$ cat config.mk
export PLATFORM = sky130hd
export DESIGN_NAME = tcp_timer
export DESIGN_NICKNAME = d
export VERILOG_FILES = /design/src/logic/tcp_pkg.sv /design/src/logic/tcp_timer.sv
export VERILOG_INCLUDE_DIRS = /design/src /design/src/logic
export SDC_FILE = /design/constraint.sdc
export NUM_CORES = 1
export LEC_CHECK = 0
export BUFFER_PORTS_ARGS = -buffer_cell sky130_fd_sc_hd__buf_2
export CAP_MARGIN = 20
export CELL_PAD_IN_SITES_DETAIL_PLACEMENT = 0
export CELL_PAD_IN_SITES_GLOBAL_PLACEMENT = 1
export CORE_MARGIN = 4
export CORE_UTILIZATION = 40
export CTS_CLUSTER_SIZE = 28
export DETAILED_ROUTE_END_ITERATION = 16
export MAX_ROUTING_LAYER = met4
export PLACE_DENSITY_LB_ADDON = 0.1
export SYNTH_ARGS = -nofsm -noshare
export SYNTH_HDL_FRONTEND = slang
export SYNTH_SLANG_ARGS = --single-unit
$ cat constraint.sdc
create_clock -name pclk -period 2.5 [get_ports pclk]
set_input_delay 0.125 -clock pclk [delete_from_list [all_inputs] [get_ports pclk]]
set_output_delay 0.125 -clock pclk [all_outputs]
set_load 0.01 [all_outputs]
$ cat src/logic/tcp_cfg.svh
// Purpose: Constants for the timer compare and periodic interrupt block
// Assumes: APB byte addresses, one register per aligned 32-bit word
// Notes: Offsets are local choices; field positions follow the flag layout
`ifndef TCP_CFG_SVH
`define TCP_CFG_SVH
// =====================================================================
// Register offsets
`define TCP_OFF_COUNT_HI 12'h000
`define TCP_OFF_COUNT_LO 12'h004
`define TCP_OFF_PIN_CTRL 12'h008
`define TCP_OFF_CC_MASK 12'h00c
`define TCP_OFF_CC_FLAGS 12'h010
`define TCP_OFF_MISC_MASK 12'h014
`define TCP_OFF_MISC_FLAGS 12'h018
`define TCP_OFF_ACC_CTRL 12'h01c
`define TCP_OFF_COMPARE_BASE 12'h020
// =====================================================================
// Field positions
`define TCP_BIT_WRAP 7
`define TCP_BIT_PERIODIC 6
`define TCP_BIT_CH4_SEL 2
`define TCP_BIT_CH4 3
`define TCP_MISC_MASK_RW 8'hf3
`define TCP_MISC_FLAG_MASK 8'hc0
`define TCP_ACC_CTRL_RW 8'hff
// =====================================================================
// Reset values and timing
`define TCP_COMPARE_RESET 16'hffff
`define TCP_PRESCALE_WINDOW_CYCLES 7'd64
`define TCP_PERIODIC_BASE_LOG2 13
`endif

$ cat src/logic/tcp_pkg.sv
// Purpose: Types for the timer compare and periodic interrupt block
// Assumes: Constants live in tcp_cfg.svh
// Notes: Pin action encoding of the two-bit mode/level field
package tcp_pkg;
  // =====================================================================
  // Pin action per compare channel
  typedef enum logic [1:0] {
    TCP_ACT_OFF = 2'h0,
    TCP_ACT_TOGGLE = 2'h1,
    TCP_ACT_LOW = 2'h2,
    TCP_ACT_HIGH = 2'h3
  } tcp_action_e;
endpackage

$ cat src/logic/tcp_timer.sv
// Purpose: Free-running timer, compare pins, flags and periodic interrupt
// Assumes: Single pclk domain, APB slave, zero wait states
// Notes: Capture edges arrive as one-cycle pulses from outside
// How it works
// - High-byte read latches low byte coherently
// - Count register ignores writes
// - Mode/level field picks pin action
// - Channel five acts only when select clear
// - Compare flag and enable raise interrupt
// - Capture flag and enable raise interrupt
// - Shared enable follows channel-four select
// - Mask bit gates same-position flag
// - Write one clears flag, zero keeps
// - Counter match sets compare flag
// - Capture edge sets capture flag
// - Shared flag source follows select
// - Wrap to zero sets wrap flag
// - Wrap enable gates wrap interrupt
// - Prescale select writable once, first 64 cycles
// - Prescale codes divide by 1, 4, 8, 16
// - Periodic base 2^13 times rate factor
// - Periodic divider ignores timer prescaler
// - Period runs from previous timeout
// - Timeout sets flag; enable raises interrupt
// - First flag after one full period
// - Bit six write clears periodic flag
// - Select one means capture, zero compare
`include "tcp_cfg.svh"
`timescale 1ns/1ps
`default_nettype none
module tcp_timer (
  input wire logic pclk,
  input wire logic presetn,
  input wire logic psel,
  input wire logic penable,
  input wire logic pwrite,
  input wire logic [11:0] paddr,
  input wire logic [31:0] pwdata,
  output logic [31:0] prdata,
  output logic pready,
  output logic pslverr,
  input wire logic [3:0] capture_edge,
  output logic [5:2] compare_pin,
  output logic [5:2] compare_pin_en,
  output logic irq
);
  // =====================================================================
  // Bus decode
  // Zero wait states keep the master model simple
  wire wr_en = psel & penable & pwrite;
  wire rd_en = psel & penable & ~pwrite;
  wire [11:0] cmp_off = paddr - `TCP_OFF_COMPARE_BASE;
  wire cmp_hit = (paddr >= `TCP_OFF_COMPARE_BASE) && (cmp_off[11:2] < 10'd5) && (cmp_off[1:0] == 2'h0);
  wire [2:0] cmp_idx = cmp_off[4:2];
  wire known = cmp_hit || (paddr[1:0] == 2'h0 && paddr < `TCP_OFF_COMPARE_BASE);
  assign pready = 1'b1;
  assign pslverr = psel & penable & ~known;

  // =====================================================================
  // Registers
  logic [15:0] count; // Free-running count
  logic [7:0] lo_latch; // Low byte held after a high read
  logic [7:0] pin_ctrl; // Mode/level pairs, channel 2 at top
  logic [7:0] cc_mask; // Compare/capture enables
  logic [7:0] cc_flags; // Compare/capture flags
  logic [7:0] misc_mask; // Wrap, periodic enables, prescale
  logic [7:0] misc_flags; // Wrap and periodic flags
  logic [7:0] acc_ctrl; // Channel-four select and periodic rate
  logic [15:0] compare [5]; // Compare values, channels 1..5
  logic [6:0] boot_cnt; // Cycles since reset, saturating
  logic prescale_done; // Prescale written once
  logic [3:0] pre_cnt; // Timer prescaler
  logic [15:0] rti_cnt; // Periodic divider
  logic [5:2] pin_q; // Compare pin levels

  wire ch4_capture = acc_ctrl[`TCP_BIT_CH4_SEL];
  wire [1:0] prescale = misc_mask[1:0];
  wire [1:0] rate = acc_ctrl[1:0];

  // Divider terminal value per prescale code
  function automatic logic [3:0] pre_max(input logic [1:0] code);
    unique case (code)
      2'h0: pre_max = 4'd0;
      2'h1: pre_max = 4'd3;
      2'h2: pre_max = 4'd7;
      2'h3: pre_max = 4'd15;
    endcase
  endfunction

  // =====================================================================
  // Counter tick and match detection
  wire tick = (pre_cnt >= pre_max(prescale));
  wire wrap = tick && (count == 16'hffff);
  logic [4:0] match; // Channels 1..5 compare equal this tick
  always_comb
  begin
    for (int i = 0; i < 5; i++)
    begin
      match[i] = tick && (count + 16'h0001 == compare[i]);
    end
  end

  // Periodic timeout: base 2^13 scaled by rate
  // period 2^(13+rate)
  wire [15:0] rti_max = 16'((32'd1 << (`TCP_PERIODIC_BASE_LOG2 + 32'(rate))) - 32'd1);
  wire rti_timeout = (rti_cnt >= rti_max);

  // =====================================================================
  // Flag set terms; set wins over a same-cycle clear
  wire ch4_event = ch4_capture ? capture_edge[3] : match[4];
  wire [7:0] cc_set = {match[0], match[1], match[2], match[3], ch4_event, capture_edge[0], capture_edge[1],
    capture_edge[2]};
  wire [7:0] misc_set = {wrap, rti_timeout, 6'h00};
  wire cc_wr = wr_en && paddr == `TCP_OFF_CC_FLAGS;
  wire misc_wr = wr_en && paddr == `TCP_OFF_MISC_FLAGS;
  wire [7:0] next_cc_flags = (cc_flags & ~(cc_wr ? pwdata[7:0] : 8'h00)) | cc_set;
  wire [7:0] next_misc_flags = ((misc_flags & ~(misc_wr ? pwdata[7:0] : 8'h00)) | misc_set) & `TCP_MISC_FLAG_MASK;

  // Flag registers
  always_ff @(posedge pclk or negedge presetn)
  begin
    if (!presetn)
    begin
      cc_flags <= 8'h00;
      misc_flags <= 8'h00;
    end
    else
    begin
      cc_flags <= next_cc_flags;
      misc_flags <= next_misc_flags;
    end
  end

  // =====================================================================
  // Counter and prescaler; bus writes to the count are dropped
  // no write path to count
  always_ff @(posedge pclk or negedge presetn)
  begin
    if (!presetn)
    begin
      pre_cnt <= 4'd0;
      count <= 16'h0000;
    end
    else
    begin
      pre_cnt <= tick ? 4'd0 : pre_cnt + 4'd1;
      count <= tick ? count + 16'h0001 : count;
    end
  end

  // Periodic divider runs free; flag clears never restart it
  // restart only on timeout
  always_ff @(posedge pclk or negedge presetn)
  begin
    if (!presetn)
      rti_cnt <= 16'h0000;
    else
      rti_cnt <= rti_timeout ? 16'h0000 : rti_cnt + 16'h0001;
  end

  // High-byte read snapshots the low byte for the next read
  // coherent two-byte read
  always_ff @(posedge pclk or negedge presetn)
  begin
    if (!presetn)
      lo_latch <= 8'h00;
    else if (rd_en && paddr == `TCP_OFF_COUNT_HI)
      lo_latch <= count[7:0];
  end

  // =====================================================================
  // Control registers
  // one write inside the window
  wire pre_open = !prescale_done && boot_cnt < `TCP_PRESCALE_WINDOW_CYCLES;
  always_ff @(posedge pclk or negedge presetn)
  begin
    if (!presetn)
    begin
      pin_ctrl <= 8'h00;
      cc_mask <= 8'h00;
      misc_mask <= 8'h00;
      acc_ctrl <= 8'h00;
      boot_cnt <= 7'd0;
      prescale_done <= 1'b0;
      for (int i = 0; i < 5; i++)
        compare[i] <= `TCP_COMPARE_RESET;
    end
    else
    begin
      if (boot_cnt < `TCP_PRESCALE_WINDOW_CYCLES)
        boot_cnt <= boot_cnt + 7'd1;
      if (wr_en && paddr == `TCP_OFF_PIN_CTRL)
        pin_ctrl <= pwdata[7:0];
      if (wr_en && paddr == `TCP_OFF_CC_MASK)
        cc_mask <= pwdata[7:0];
      if (wr_en && paddr == `TCP_OFF_ACC_CTRL)
        acc_ctrl <= pwdata[7:0] & `TCP_ACC_CTRL_RW;
      if (wr_en && paddr == `TCP_OFF_MISC_MASK)
      begin
        misc_mask[7:2] <= pwdata[7:2] & 6'h3c;
        if (pre_open)
        begin
          misc_mask[1:0] <= pwdata[1:0];
          prescale_done <= 1'b1;
        end
      end
      if (wr_en && cmp_hit)
        compare[cmp_idx] <= pwdata[15:0];
    end
  end

  // =====================================================================
  // Compare pin actions, channels 2..5
  logic [5:2] next_pin;
  always_comb
  begin
    next_pin = pin_q;
    for (int c = 2; c <= 5; c++)
    begin
      // select one makes channel four a capture
      if (match[c-1] && !(c == 5 && ch4_capture))
      begin
        unique case (tcp_pkg::tcp_action_e'(pin_ctrl[11-2*c -: 2]))
          tcp_pkg::TCP_ACT_OFF: next_pin[c] = pin_q[c];
          tcp_pkg::TCP_ACT_TOGGLE: next_pin[c] = ~pin_q[c];
          tcp_pkg::TCP_ACT_LOW: next_pin[c] = 1'b0;
          tcp_pkg::TCP_ACT_HIGH: next_pin[c] = 1'b1;
        endcase
      end
    end
  end
  always_ff @(posedge pclk or negedge presetn)
  begin
    if (!presetn)
      pin_q <= 4'h0;
    else
      pin_q <= next_pin;
  end
  assign compare_pin = pin_q;
  always_comb
  begin
    for (int c = 2; c <= 5; c++)
      compare_pin_en[c] = (pin_ctrl[11-2*c -: 2] != 2'h0) && !(c == 5 && ch4_capture);
  end

  // =====================================================================
  // Interrupt request
  // mask gates flags bitwise
  assign irq = |(cc_flags & cc_mask) | |(misc_flags & misc_mask & `TCP_MISC_FLAG_MASK);

  // =====================================================================
  // Read data, decoded combinationally from the address
  logic [7:0] rd_byte;
  always_comb
  begin
    rd_byte = 8'h00;
    unique case (paddr)
      `TCP_OFF_COUNT_HI: rd_byte = count[15:8];
      `TCP_OFF_COUNT_LO: rd_byte = lo_latch;
      `TCP_OFF_PIN_CTRL: rd_byte = pin_ctrl;
      `TCP_OFF_CC_MASK: rd_byte = cc_mask;
      `TCP_OFF_CC_FLAGS: rd_byte = cc_flags;
      `TCP_OFF_MISC_MASK: rd_byte = misc_mask;
      `TCP_OFF_MISC_FLAGS: rd_byte = misc_flags;
      `TCP_OFF_ACC_CTRL: rd_byte = acc_ctrl;
      default: rd_byte = 8'h00;
    endcase
  end
  // Combinational read path: prdata valid during the access phase
  assign prdata = cmp_hit ? {16'h0000, compare[cmp_idx]} : {24'h000000, rd_byte};

  // =====================================================================
  // Checks
  a_wrap_sets_flag: assert property (@(posedge pclk) disable iff (!presetn) wrap |=> misc_flags[`TCP_BIT_WRAP])
    else $error("wrap did not set flag");
  a_rti_period: assert property (@(posedge pclk) disable iff (!presetn)
    rti_timeout && rate == 2'h0 && $stable(rate) |=> !rti_timeout [*8])
    else $error("periodic timeout too soon");
  a_flag_set_wins: assert property (@(posedge pclk) disable iff (!presetn) cc_set[7] |=> cc_flags[7])
    else $error("set lost to clear");
  a_irq_gating: assert property (@(posedge pclk) disable iff (!presetn)
    (cc_flags & cc_mask) != 8'h00 |-> irq)
    else $error("masked flag not raising irq");
  a_prescale_lock: assert property (@(posedge pclk) disable iff (!presetn)
    prescale_done |=> $stable(prescale))
    else $error("prescale changed after lock");
  a_count_ro: assert property (@(posedge pclk) disable iff (!presetn)
    !tick |=> $stable(count))
    else $error("count moved without tick");
  a_pin_high: assert property (@(posedge pclk) disable iff (!presetn)
    match[1] && pin_ctrl[7:6] == 2'h3 |=> compare_pin[2])
    else $error("pin not driven high");
  a_ch5_gated: assert property (@(posedge pclk) disable iff (!presetn)
    ch4_capture && $past(ch4_capture) |-> $stable(compare_pin[5]))
    else $error("channel five acted under capture");
  a_rti_clear: assert property (@(posedge pclk) disable iff (!presetn)
    misc_wr && pwdata[6] && !rti_timeout |=> !misc_flags[6])
    else $error("periodic flag not cleared");
endmodule
`default_nettype wire

== Yosys cells after proc, flatten, opt, wreduce, memory -nomap -nowiden ==
Cells that the tools add are included.

* $add $sub $neg: 7
* Multipliers: 0
* Div/mod/pow operators: 0
* Order comparisons: 8
* Equality and inequality tests: 28
* Shifts and indexed selects: 1
* Muxes and demuxes: 18
* Bitwise operators: 24
* Reduce and logical (&&, ||, !) cells: 43

{| class="wikitable"
|+ Operators by type and width
! kind !! count
|-
| bitwise mux 80 bit || 1
|-
| == test 16 bit || 5
|-
| 2-to-1 mux 16 bit || 5
|-
| one-hot mux 8 bit (8 select lines) || 1
|-
| binary-select mux 16 bit (select 3 bit) || 1
|-
| demux 16 bit (select 3 bit) || 1
|-
| == test 12 x 5 -> 1 bit (second input constant) || 4
|-
| adder 16 x 1 -> 16 bit (second input constant) || 2
|-
| AND 8 bit || 4
|-
| == test 12 x 4 -> 1 bit (second input constant) || 2
|-
| logical AND 1 bit || 21
|-
| == test 2 bit (second input constant) || 10
|-
| == test 16 bit (second input constant) || 1
|-
| greater-or-equal comparator 16 bit || 1
|-
| 2-to-1 mux 8 bit || 2
|-
| NOT 8 bit || 2
|-
| bitwise OR 8 bit || 2
|-
| one-hot mux 4 bit (4 select lines) || 1
|-
| << shifter 1 x 5 -> 16 bit (first input constant) || 1
|-
| subtractor 16 x 1 -> 16 bit (second input constant) || 1
|-
| logical NOT 2 bit || 7
|-
| == test 12 x 3 -> 1 bit (second input constant) || 1
|-
| greater-or-equal comparator 12 x 6 -> 1 bit (second input constant) || 1
|-
| logical NOT 12 bit || 1
|-
| 24 further kinds || 51
|}

* Register bits: 176
* Bits in latches: 0
* Memory bits (writable): 0
* Bits in read-only memories: 0
* Input bits: 53
* Memories kept: 0

== Longest topological paths before layout ==
Gate-level depths: netlist (run 1).

* Word-level depth: 7
* Gate-level depth with buffers: 11

== Least setup slack after synthesis (run 1) ==
Ideal clock, no wire load.

* Path kind: register to register
* Start point: reg count[1]
* End point: reg pin_q, in the netlist compare_pin[2]
* Library setup time: 0.065 ns
* Arrival: 2.538 ns
* Setup slack: -0.103 ns
* Stages on the path, launching flop included: 9
* Path buffers: 0
* Cells stage by stage: dfrtp_1 > ha_1 > nand3_1 > nor4_2 > mux2_2 > a2111oi_0 > nand4_1 > o41a_1 > nand2_1

* Longest elaborated chain between the ends: 4

{| class="wikitable"
|+ RTL lines
! item !! RTL line !! text
|-
| from (decl) || tcp_timer.sv:61 || <nowiki>logic [15:0] count;</nowiki>
|-
| from (signal assigned) || tcp_timer.sv:147 || <nowiki>count <= tick ? count + 16'h0001 : count;</nowiki>
|-
| adder 16 x 1 -> 16 bit || tcp_timer.sv:99 || <nowiki>match[i] = tick && (count + 16'h0001 == compare[i]);</nowiki>
|-
| == test 16 bit || tcp_timer.sv:99 ||
|-
| logical AND 1 bit || tcp_timer.sv:99 ||
|-
| AND reduction 2 bit (no line) || n/a ||
|-
| to (signal assigned) || tcp_timer.sv:237 || <nowiki>pin_q <= next_pin;</nowiki>
|-
| to (decl) || tcp_timer.sv:74 || <nowiki>logic [5:2] pin_q;</nowiki>
|}

Every way passes these cells.
A chain may end at the register's enable or synchronous reset.

== Worst setup path in the final report (run 1) ==
* Start point: reg count[0]
* End point: reg pin_q, in the netlist compare_pin[4]

The elaborated chain is that of the path after synthesis.

==> results of run 1 <==
## timing repair
item,4_1_cts,5_1_grt
hold buffers,13,0
pin swaps,30,17
endpoints found under the hold margin,52,0
endpoints found under the setup margin,9,8
resized for setup,70,21
cloned,1,0
buffers inserted,11,4
## area by class of cell
| type | count | area, µm² | share of cell area (%) |
|---|---|---|---|
| multi-input cells | 765 | 6480 | 46.4 |
| flip-flops and latches | 176 | 4510 | 32.3 |
| repair buffers | 244 | 1880 | 13.5 |
| well taps | 341 | 427 | 3.05 |
| clock buffers | 17 | 425 | 3.04 |
| clock inverters | 15 | 188 | 1.34 |
| inverters | 17 | 63.8 | 0.456 |
| diodes | 1 | 2.50 | 0.0179 |
## stage by stage
| step | setup TNS [ps] | hold slack, ps | worst slack, ps |
|---|---|---|---|
| 3_5_place_dp | -2910 | 164 | -538 |
| 4_1_cts | -248 | 2.27 | -75.1 |
| 6_report | -423 | 18.6 | -135 |
| 5_1_grt | -1360 | 7.21 | -268 |
| 2_1_floorplan | 0 | -171 | 4.95 |
| 3_3_place_gp | -2610 | 162 | -521 |
## synth_stat cells (all sizes together) (5+ instances only)
cell / n / area share, %
ha: 24 / 2.8
xnor2: 62 / 5.0
and2: 7 / 0.40
a22oi: 39 / 2.7
nand2b: 12 / 0.69
a211oi: 6 / 0.42
nand3: 36 / 1.7
or4: 5 / 0.38
inv: 17 / 0.59
nand3b: 5 / 0.35
a21o: 9 / 0.62
or2: 7 / 0.40
nor4: 9 / 0.85
dfrtp: 96 / 22
buf: 50 / 2.8
and3: 15 / 0.87
xor2: 31 / 2.5
clkbuf: 26 / 0.90
a221oi: 7 / 0.57
or3: 5 / 0.29
nor3b: 7 / 0.53
nor2b: 7 / 0.40
xnor3: 5 / 1.0
o31ai: 5 / 0.35
dfstp: 80 / 19
o2111ai: 8 / 0.65
nor3: 22 / 1.5
and4: 6 / 0.48
a21oi: 17 / 0.78
mux4: 17 / 3.5
mux2: 113 / 12
nand4: 17 / 1.1
nor2: 75 / 2.6
o21ai: 19 / 0.88
a2111oi: 12 / 0.97
nand2: 80 / 2.8
## worst register-to-register path, stage by stage (launching register included)
cell	delay (ps)
dfrtp_1	380
buf_4	140
ha_4	170
nand3_4	100
buf_6	140
nor2_4	60
buf_4	150
buf_4	140
a2111oi_2	360
o2111ai_2	270
nor4_4	190
buf_4	190
a41oi_1	100
nand2b_1	150
## worst paths after layout
| path | start | to | slack [ps] | cells after the start |
|---|---|---|---|---|
| min | pwdata[5] | misc_mask[5] | 20 | 3 |
| max in group asynchronous | presetn | compare[2] | 1460 | 3 |
| min reg2reg | boot_cnt[5] | boot_cnt[5] | 470 | 1 |
| max | count[0] | compare_pin[4] | -130 | 13 |
| min in group asynchronous | presetn | count[12] | 270 | 2 |
| max reg2reg | count[0] | compare_pin[4] | -130 | 13 |
## power by group through the flow
stage	combinational, mW	clock [mW]	sequential [mW]
2_1_floorplan	1.07	0	3.04
3_3_place_gp	1.96	0	3.06
3_5_place_dp	1.97	0	3.06
4_1_cts	2.32	2.83	3.03
5_1_grt	2.63	2.96	3.03
6_report	2.46	2.76	3.02
## kinds of logic (layout without fill, tap and decap cells)
logic type | Yosys count | in the layout | synth area share, %
DFF | 176 | 176 | 41.5
other | 2 | 29 | 0.0693
muxes | 132 | 132 | 15.5
adders and majority gates | 24 | 24 | 2.77
xor gates and xnor gates | 101 | 101 | 9.21
and+or+nand+nor | 321 | 321 | 15.9
AOI/OAI and AO/OA | 159 | 159 | 10.8
buffers and inverters | 93 | 293 | 4.26
## metal layers
metal | global-route usage (%) | up-vias | part of all wire (%)
li1 | - | 4090 | -
met1 | 33.8 | 4398 | 46
met5 | - | - | 0
met3 | 4.35 | 40 | 4.5
met2 | 38.8 | 220 | 47
met4 | 6.29 | 0 | 2.3
## sequential cells by signal (all words and copies together) (netlist names)
signal and flops:
compare_pin 4, compare 80, cc_flags 8, misc_mask 6, pre_cnt 4, lo_latch 8
acc_ctrl 8, prescale_done 1, misc_flags 2, count 16, cc_mask 8, rti_cnt 16
pin_ctrl 8, boot_cnt 7
==> flow_metrics.env, run 1 <==
export IMPL_status="complete, but fails checks"
export IMPL_violations="negative setup slack"
export IMPL_critPathArrivalTime_ps=2970
export IMPL_layout_commonest_cell="buf_4"
export IMPL_cts_tree="done"
export IMPL_timing_fmax_mhz=380
export IMPL_seqPwrFrac_pct=36.7
export IMPL_wl_um=36400
export IMPL_cp_max_fo=5
export IMPL_slew_viol_final=0
export IMPL_final_cell_mix="buf_4 (146), mux2_2 (112), dfrtp_1 (92), dfstp_2 (80), nand2_1 (77)"
export IMPL_synth_cell_types=76
export IMPL_clkSinkCount=176
export IMPL_hold_viol=0
export IMPL_antenna_found_initial=1
export IMPL_htreeDepth=4
export IMPL_cellPowerDensity_nw_per_um2=590
export IMPL_cts_root_buf="clkbuf_16"
export IMPL_instances_no_fill=1576
export IMPL_yosysWarnings=0
export IMPL_numCtsBuffers=17
export IMPL_synth_edf_count=0
export IMPL_place_congestion=0.968
export IMPL_power_mw=8.25
export IMPL_nNetsFinal=1298
export IMPL_antenna_left=0
export IMPL_ys_flop_type="dfrtp_1"
export IMPL_required_ps=2830
export IMPL_grt_pass1_vias=8756
export IMPL_power_frac_comb_pct=29.8
export IMPL_vias_per_cell=5.55
export IMPL_grt_pass1_wl_um=55100
export IMPL_cp_cell_sequence="buf_4, ha_4, nand3_4, buf_6, nor2_4, buf_4, buf_4, a2111oi_2, o2111ai_2, nor4_4, buf_4, a41oi_1, nand2b_1"
export IMPL_syn_area_per_cell_um2=10.8
export IMPL_grt_ovfl_total=0
export IMPL_p_int_mw=5.45
export IMPL_drt_iter0_drc=589
export IMPL_initial_core_util_pct=40.5
export IMPL_cap_violations=0
export IMPL_synthCells=1008
export IMPL_firstDrtPassIters=5
export IMPL_critPathKind="reg -> reg"
export IMPL_synth_area_um2=10800
export IMPL_fp_coreArea_um2=26800
export IMPL_fin_ws_ps=-135
export IMPL_area_growth_pct=28.9
export IMPL_fin_area_um2=14000
export IMPL_die_x_um=173
export IMPL_slowest_delay_ps=380
export IMPL_die_area_um2=29800
export IMPL_start_kind="flop"
export IMPL_ys_ff_latch=176
export IMPL_crit_family="buffers and inverters"
export IMPL_nFillCells=2485
export IMPL_dp_cells=1515
export IMPL_fin_crit_sh_pct=105
export IMPL_peakVddDrop_mv=0.434
export IMPL_postLayoutCoreUtil_pct=52.2
export IMPL_crit_slowest_cell="dfrtp_1"
export IMPL_vias=8748
export IMPL_dp_hpwl_um=27400
export IMPL_synth_async_sr_flop_share_pct=100
export IMPL_power_share_switching_pct=33.9
export IMPL_tightestPinTransition_ps=713
export IMPL_path_clk_slew_ps=80
export IMPL_rsz0062_at_grt="yes"
export IMPL_worst_path_buf_inv=5
export IMPL_port_buffers=62
export IMPL_clockPowerShare_pct=33.5
export IMPL_setup_violations_final=5
export IMPL_placed_area_um2=12600
export IMPL_drcViolationCount=0
export IMPL_crit_top_cell="buf_4"
export IMPL_die_h_um=173
export IMPL_wl_per_cell_um=23.1
export IMPL_end_kind="flop"
export IMPL_p_leak_nw=6.09
export IMPL_slew_headroom_pct=52.1
export IMPL_clock_latency_ps=440
export IMPL_clockBufferDepth=2
export IMPL_hold_class="in -> reg"
export IMPL_clock_skew_ps=14.8
export IMPL_ys_seq_area_share_pct=41.5
export IMPL_rows=60
export IMPL_power_switching_mw=2.79
export IMPL_drive_above_1_share_pct=44.7
export IMPL_grt_max_degree=59
export IMPL_grt_usage_pct=24.8
export IMPL_fin_crit_ps=2630
export IMPL_ios=96
(Power assumes the default switching activity.)
==> run 2: changes to the inputs <==
Settings changed: ABC_AREA set to 1, GPL_TIMING_DRIVEN set to 0, MAX_ROUTING_LAYER met4 to unset.
==> run 2 against run 1 <==
  * The run now ends clean
  * Sequential power about the same
  * Fmax increased by 10%
  * Count of clock-buffer cells in the layout increased by 5
  * Routed wire length increased by 3.2%
  * Critical path type is now in -> out
  * Critical endpoint is now prdata[0]
==> flow_metrics.env, run 2 <==
export IMPL_fin_crit_sh_pct=95.7
export IMPL_grt_ovfl_total=0
export IMPL_netlist_area_leader_share_pct=22.3
export IMPL_port_buffers=61
export IMPL_crit_slowest_cell="nor2_2"
export IMPL_fin_crit_ps=2390
export IMPL_nNetsFinal=1666
export IMPL_grt_max_degree=94
export IMPL_largest_register_ffs=80
export IMPL_start_kind="input port"
export IMPL_synth_edf_count=0
export IMPL_slowest_delay_ps=380
export IMPL_hold_viol=0
export IMPL_top_register="compare"
export IMPL_cp_max_fo=10
export IMPL_diodes=0
export IMPL_drt_iter0_drc=981
export IMPL_synth_xor_area_share_pct=2.03
export IMPL_rows=59
export IMPL_die_x_um=172
export IMPL_vias_per_cell=5.20
export IMPL_dp_hpwl_um=28700
export IMPL_antenna_found_initial=0
export IMPL_slew_headroom_pct=40.9
export IMPL_multiInputGateArea_um2=5190
export IMPL_final_cell_mix="nand2_1 (358), inv_1 (235), nor2_1 (146), dfrtp_1 (95)"
export IMPL_synth_cell_types=49
export IMPL_synth_area_leaders="dfrtp_1 (22%), dfstp_2 (20%), nand2_1 (13%), inv_1 (8.2%), nor2_1 (5.3%)"
export IMPL_timing_hold_ws_ps=137
export IMPL_clock_latency_ps=440
export IMPL_ys_flop_type="dfrtp_1"
export IMPL_clockBufferDepth=2
export IMPL_synth_async_sr_flop_share_pct=100
export IMPL_critPathKind="in -> out"
export IMPL_ys_seq_area_share_pct=41.9
export IMPL_cellPowerDensity_nw_per_um2=503
export IMPL_drive_above_1_share_pct=17.5
export IMPL_clkSinkCount=176
export IMPL_synth_most_common_cell="nand2_1"
export IMPL_setup_violations_final=0
export IMPL_ios=96
export IMPL_path_clk_slew_ps=70
export IMPL_critPathArrivalTime_ps=2270
export IMPL_clock_skew_ps=12.7
export IMPL_initial_core_util_pct=40.9
export IMPL_hold_class="in -> reg"
export IMPL_fin_area_um2=12500
export IMPL_placed_area_um2=11600
export IMPL_ys_ff_latch=176
export IMPL_syn_area_per_cell_um2=7.38
export IMPL_yosys_area_share_adder_pct=2.79
export IMPL_vias=10069
export IMPL_status="finished, final reports clean"
export IMPL_numCtsBuffers=17
export IMPL_synth_area_leader_cell="dfrtp_1"
export IMPL_place_congestion=0.913
export IMPL_synth_area_um2=10800
export IMPL_synthCells=1458
export IMPL_end_kind="output port"
export IMPL_yosysWarnings=0
export IMPL_p_leak_nw=6.27
export IMPL_synthSimpleGateAreaFrac_pct=27.2
export IMPL_synth_top_family_by_area="simple AND/OR/NAND/NOR gates"
export IMPL_cts_root_buf="clkbuf_16"
export IMPL_area_growth_pct=16.4
export IMPL_firstDrtPassIters=7
export IMPL_layout_commonest_cell="nand2_1"
export IMPL_reg_top3="compare x80, count x16, rti_cnt x16"
export IMPL_grt_pass1_wl_um=57100
export IMPL_die_h_um=172
export IMPL_die_area_um2=29600
export IMPL_nFillCells=2749
export IMPL_synth_compound_area_share_pct=13.6
export IMPL_wl_per_cell_um=19.4
export IMPL_grt_usage_pct=25.7
export IMPL_dp_cells=1881
export IMPL_grt_pass1_vias=9608
export IMPL_antenna_left=0
export IMPL_drcViolationCount=0
export IMPL_required_ps=2380
export IMPL_peakVddDrop_mv=0.405
export IMPL_slew_viol_final=0
export IMPL_cp_cell_sequence="buf_4, inv_1, nor2_2, inv_1, buf_2, o22ai_1, o21ai_0, nand2_1, nand2_1, nand3_1, buf_2"
export IMPL_fp_coreArea_um2=26300
export IMPL_cts_tree="done"
export IMPL_synthMuxAreaShare_pct=0.837
export IMPL_tightestPinTransition_ps=882
export IMPL_register_area_um2=4510
export IMPL_wl_um=37500
export IMPL_instances_no_fill=1937
export IMPL_cap_violations=0
export IMPL_synthTopCellsByCount="nand2_1 (366), inv_1 (236), nor2_1 (153)"
export IMPL_htreeDepth=4
export IMPL_timing_fmax_mhz=418
[run 2: cell count changes after synthesis, moves of 27 or more]
cell     before  now
inv_1        17  236
o22ai_1       3   30
o21ai_0      19   94
a21oi_1      17   94
a22oi_1      39    1
xnor2_1      62    6
nand3_1      35   80
nand2_1      77  366
mux2_2      113    8
nor2_1       75  153
[run 2: worst max-delay path, delay by kind of cell]
kind            cells  cell delay, ps
compound gates      2             350
buf+inv             5            1030
simple gates        4             760
[run 2: through the flow]
step	setup TNS [ps]	util (%)	worst slack (ps)	total power [mW]
2_1_floorplan	0	-	609	3.36
3_3_place_gp	-219750	44.1	-1760	3.58
3_5_place_dp	-1420	44.2	-376	3.60
4_1_cts	0	47.3	42.1	6.33
5_1_grt	-47.1	47.7	-26.3	6.54
6_report	0	47.7	109	6.30
[run 2: layout make-up]
cell class | instances | share of cell area (%)
Inverter | 242 | 7.28
Timing Repair Buffer | 86 | 4.59
Clock inverter | 10 | 0.799
Multi-Input combinational cell | 1017 | 41.5
Sequential cell | 176 | 36.0
Buffer | 49 | 2.75
Clock buffer | 22 | 3.80
Tap cell | 335 | 3.35
[run 2: where the power goes]
part | switching, mW | internal, mW
combinational | 0.371 | 0.219
sequential | 0.0694 | 2.92
clock | 1.24 | 1.47
[run 2: path summary, 6_finish.rpt]
check,slack (ps),endpoint,from,cells past startpoint
max,110,prdata[0],paddr[2],11
min,140,compare[32],paddr[2],5
max reg2reg,120,compare_pin[2],misc_mask[0],13
min reg2reg,450,prescale_done,prescale_done,2
max in group asynchronous,1300,compare[46],presetn,3
min in group asynchronous,260,rti_cnt[7],presetn,2
[run 2: routing by layer]
metal	global-route usage, %	vias up	wire length (µm)
met5	0	-	0
met3	4.50	40	2480
met4	5.67	0	634
li1	-	4890	-
met1	37.4	4812	17600
met2	40.1	327	16800
[run 2: cell families after synthesis]
logic type      Yosys count
fa+ha+maj                24
other cells               2
simple gates            674
mux                       8
xor+xnor                 25
compound gates          258
flops                   176
buf+inv                 291
[run 2: repair_timing]
action | in CTS | in global routing
setup buffers | 1 | 2
setup endpoints to repair | 14 | 18
endpoints found under the hold margin | 123 | 0
resized for setup | 8 | 22
pin swaps | 0 | 7
hold buffers | 21 | 0
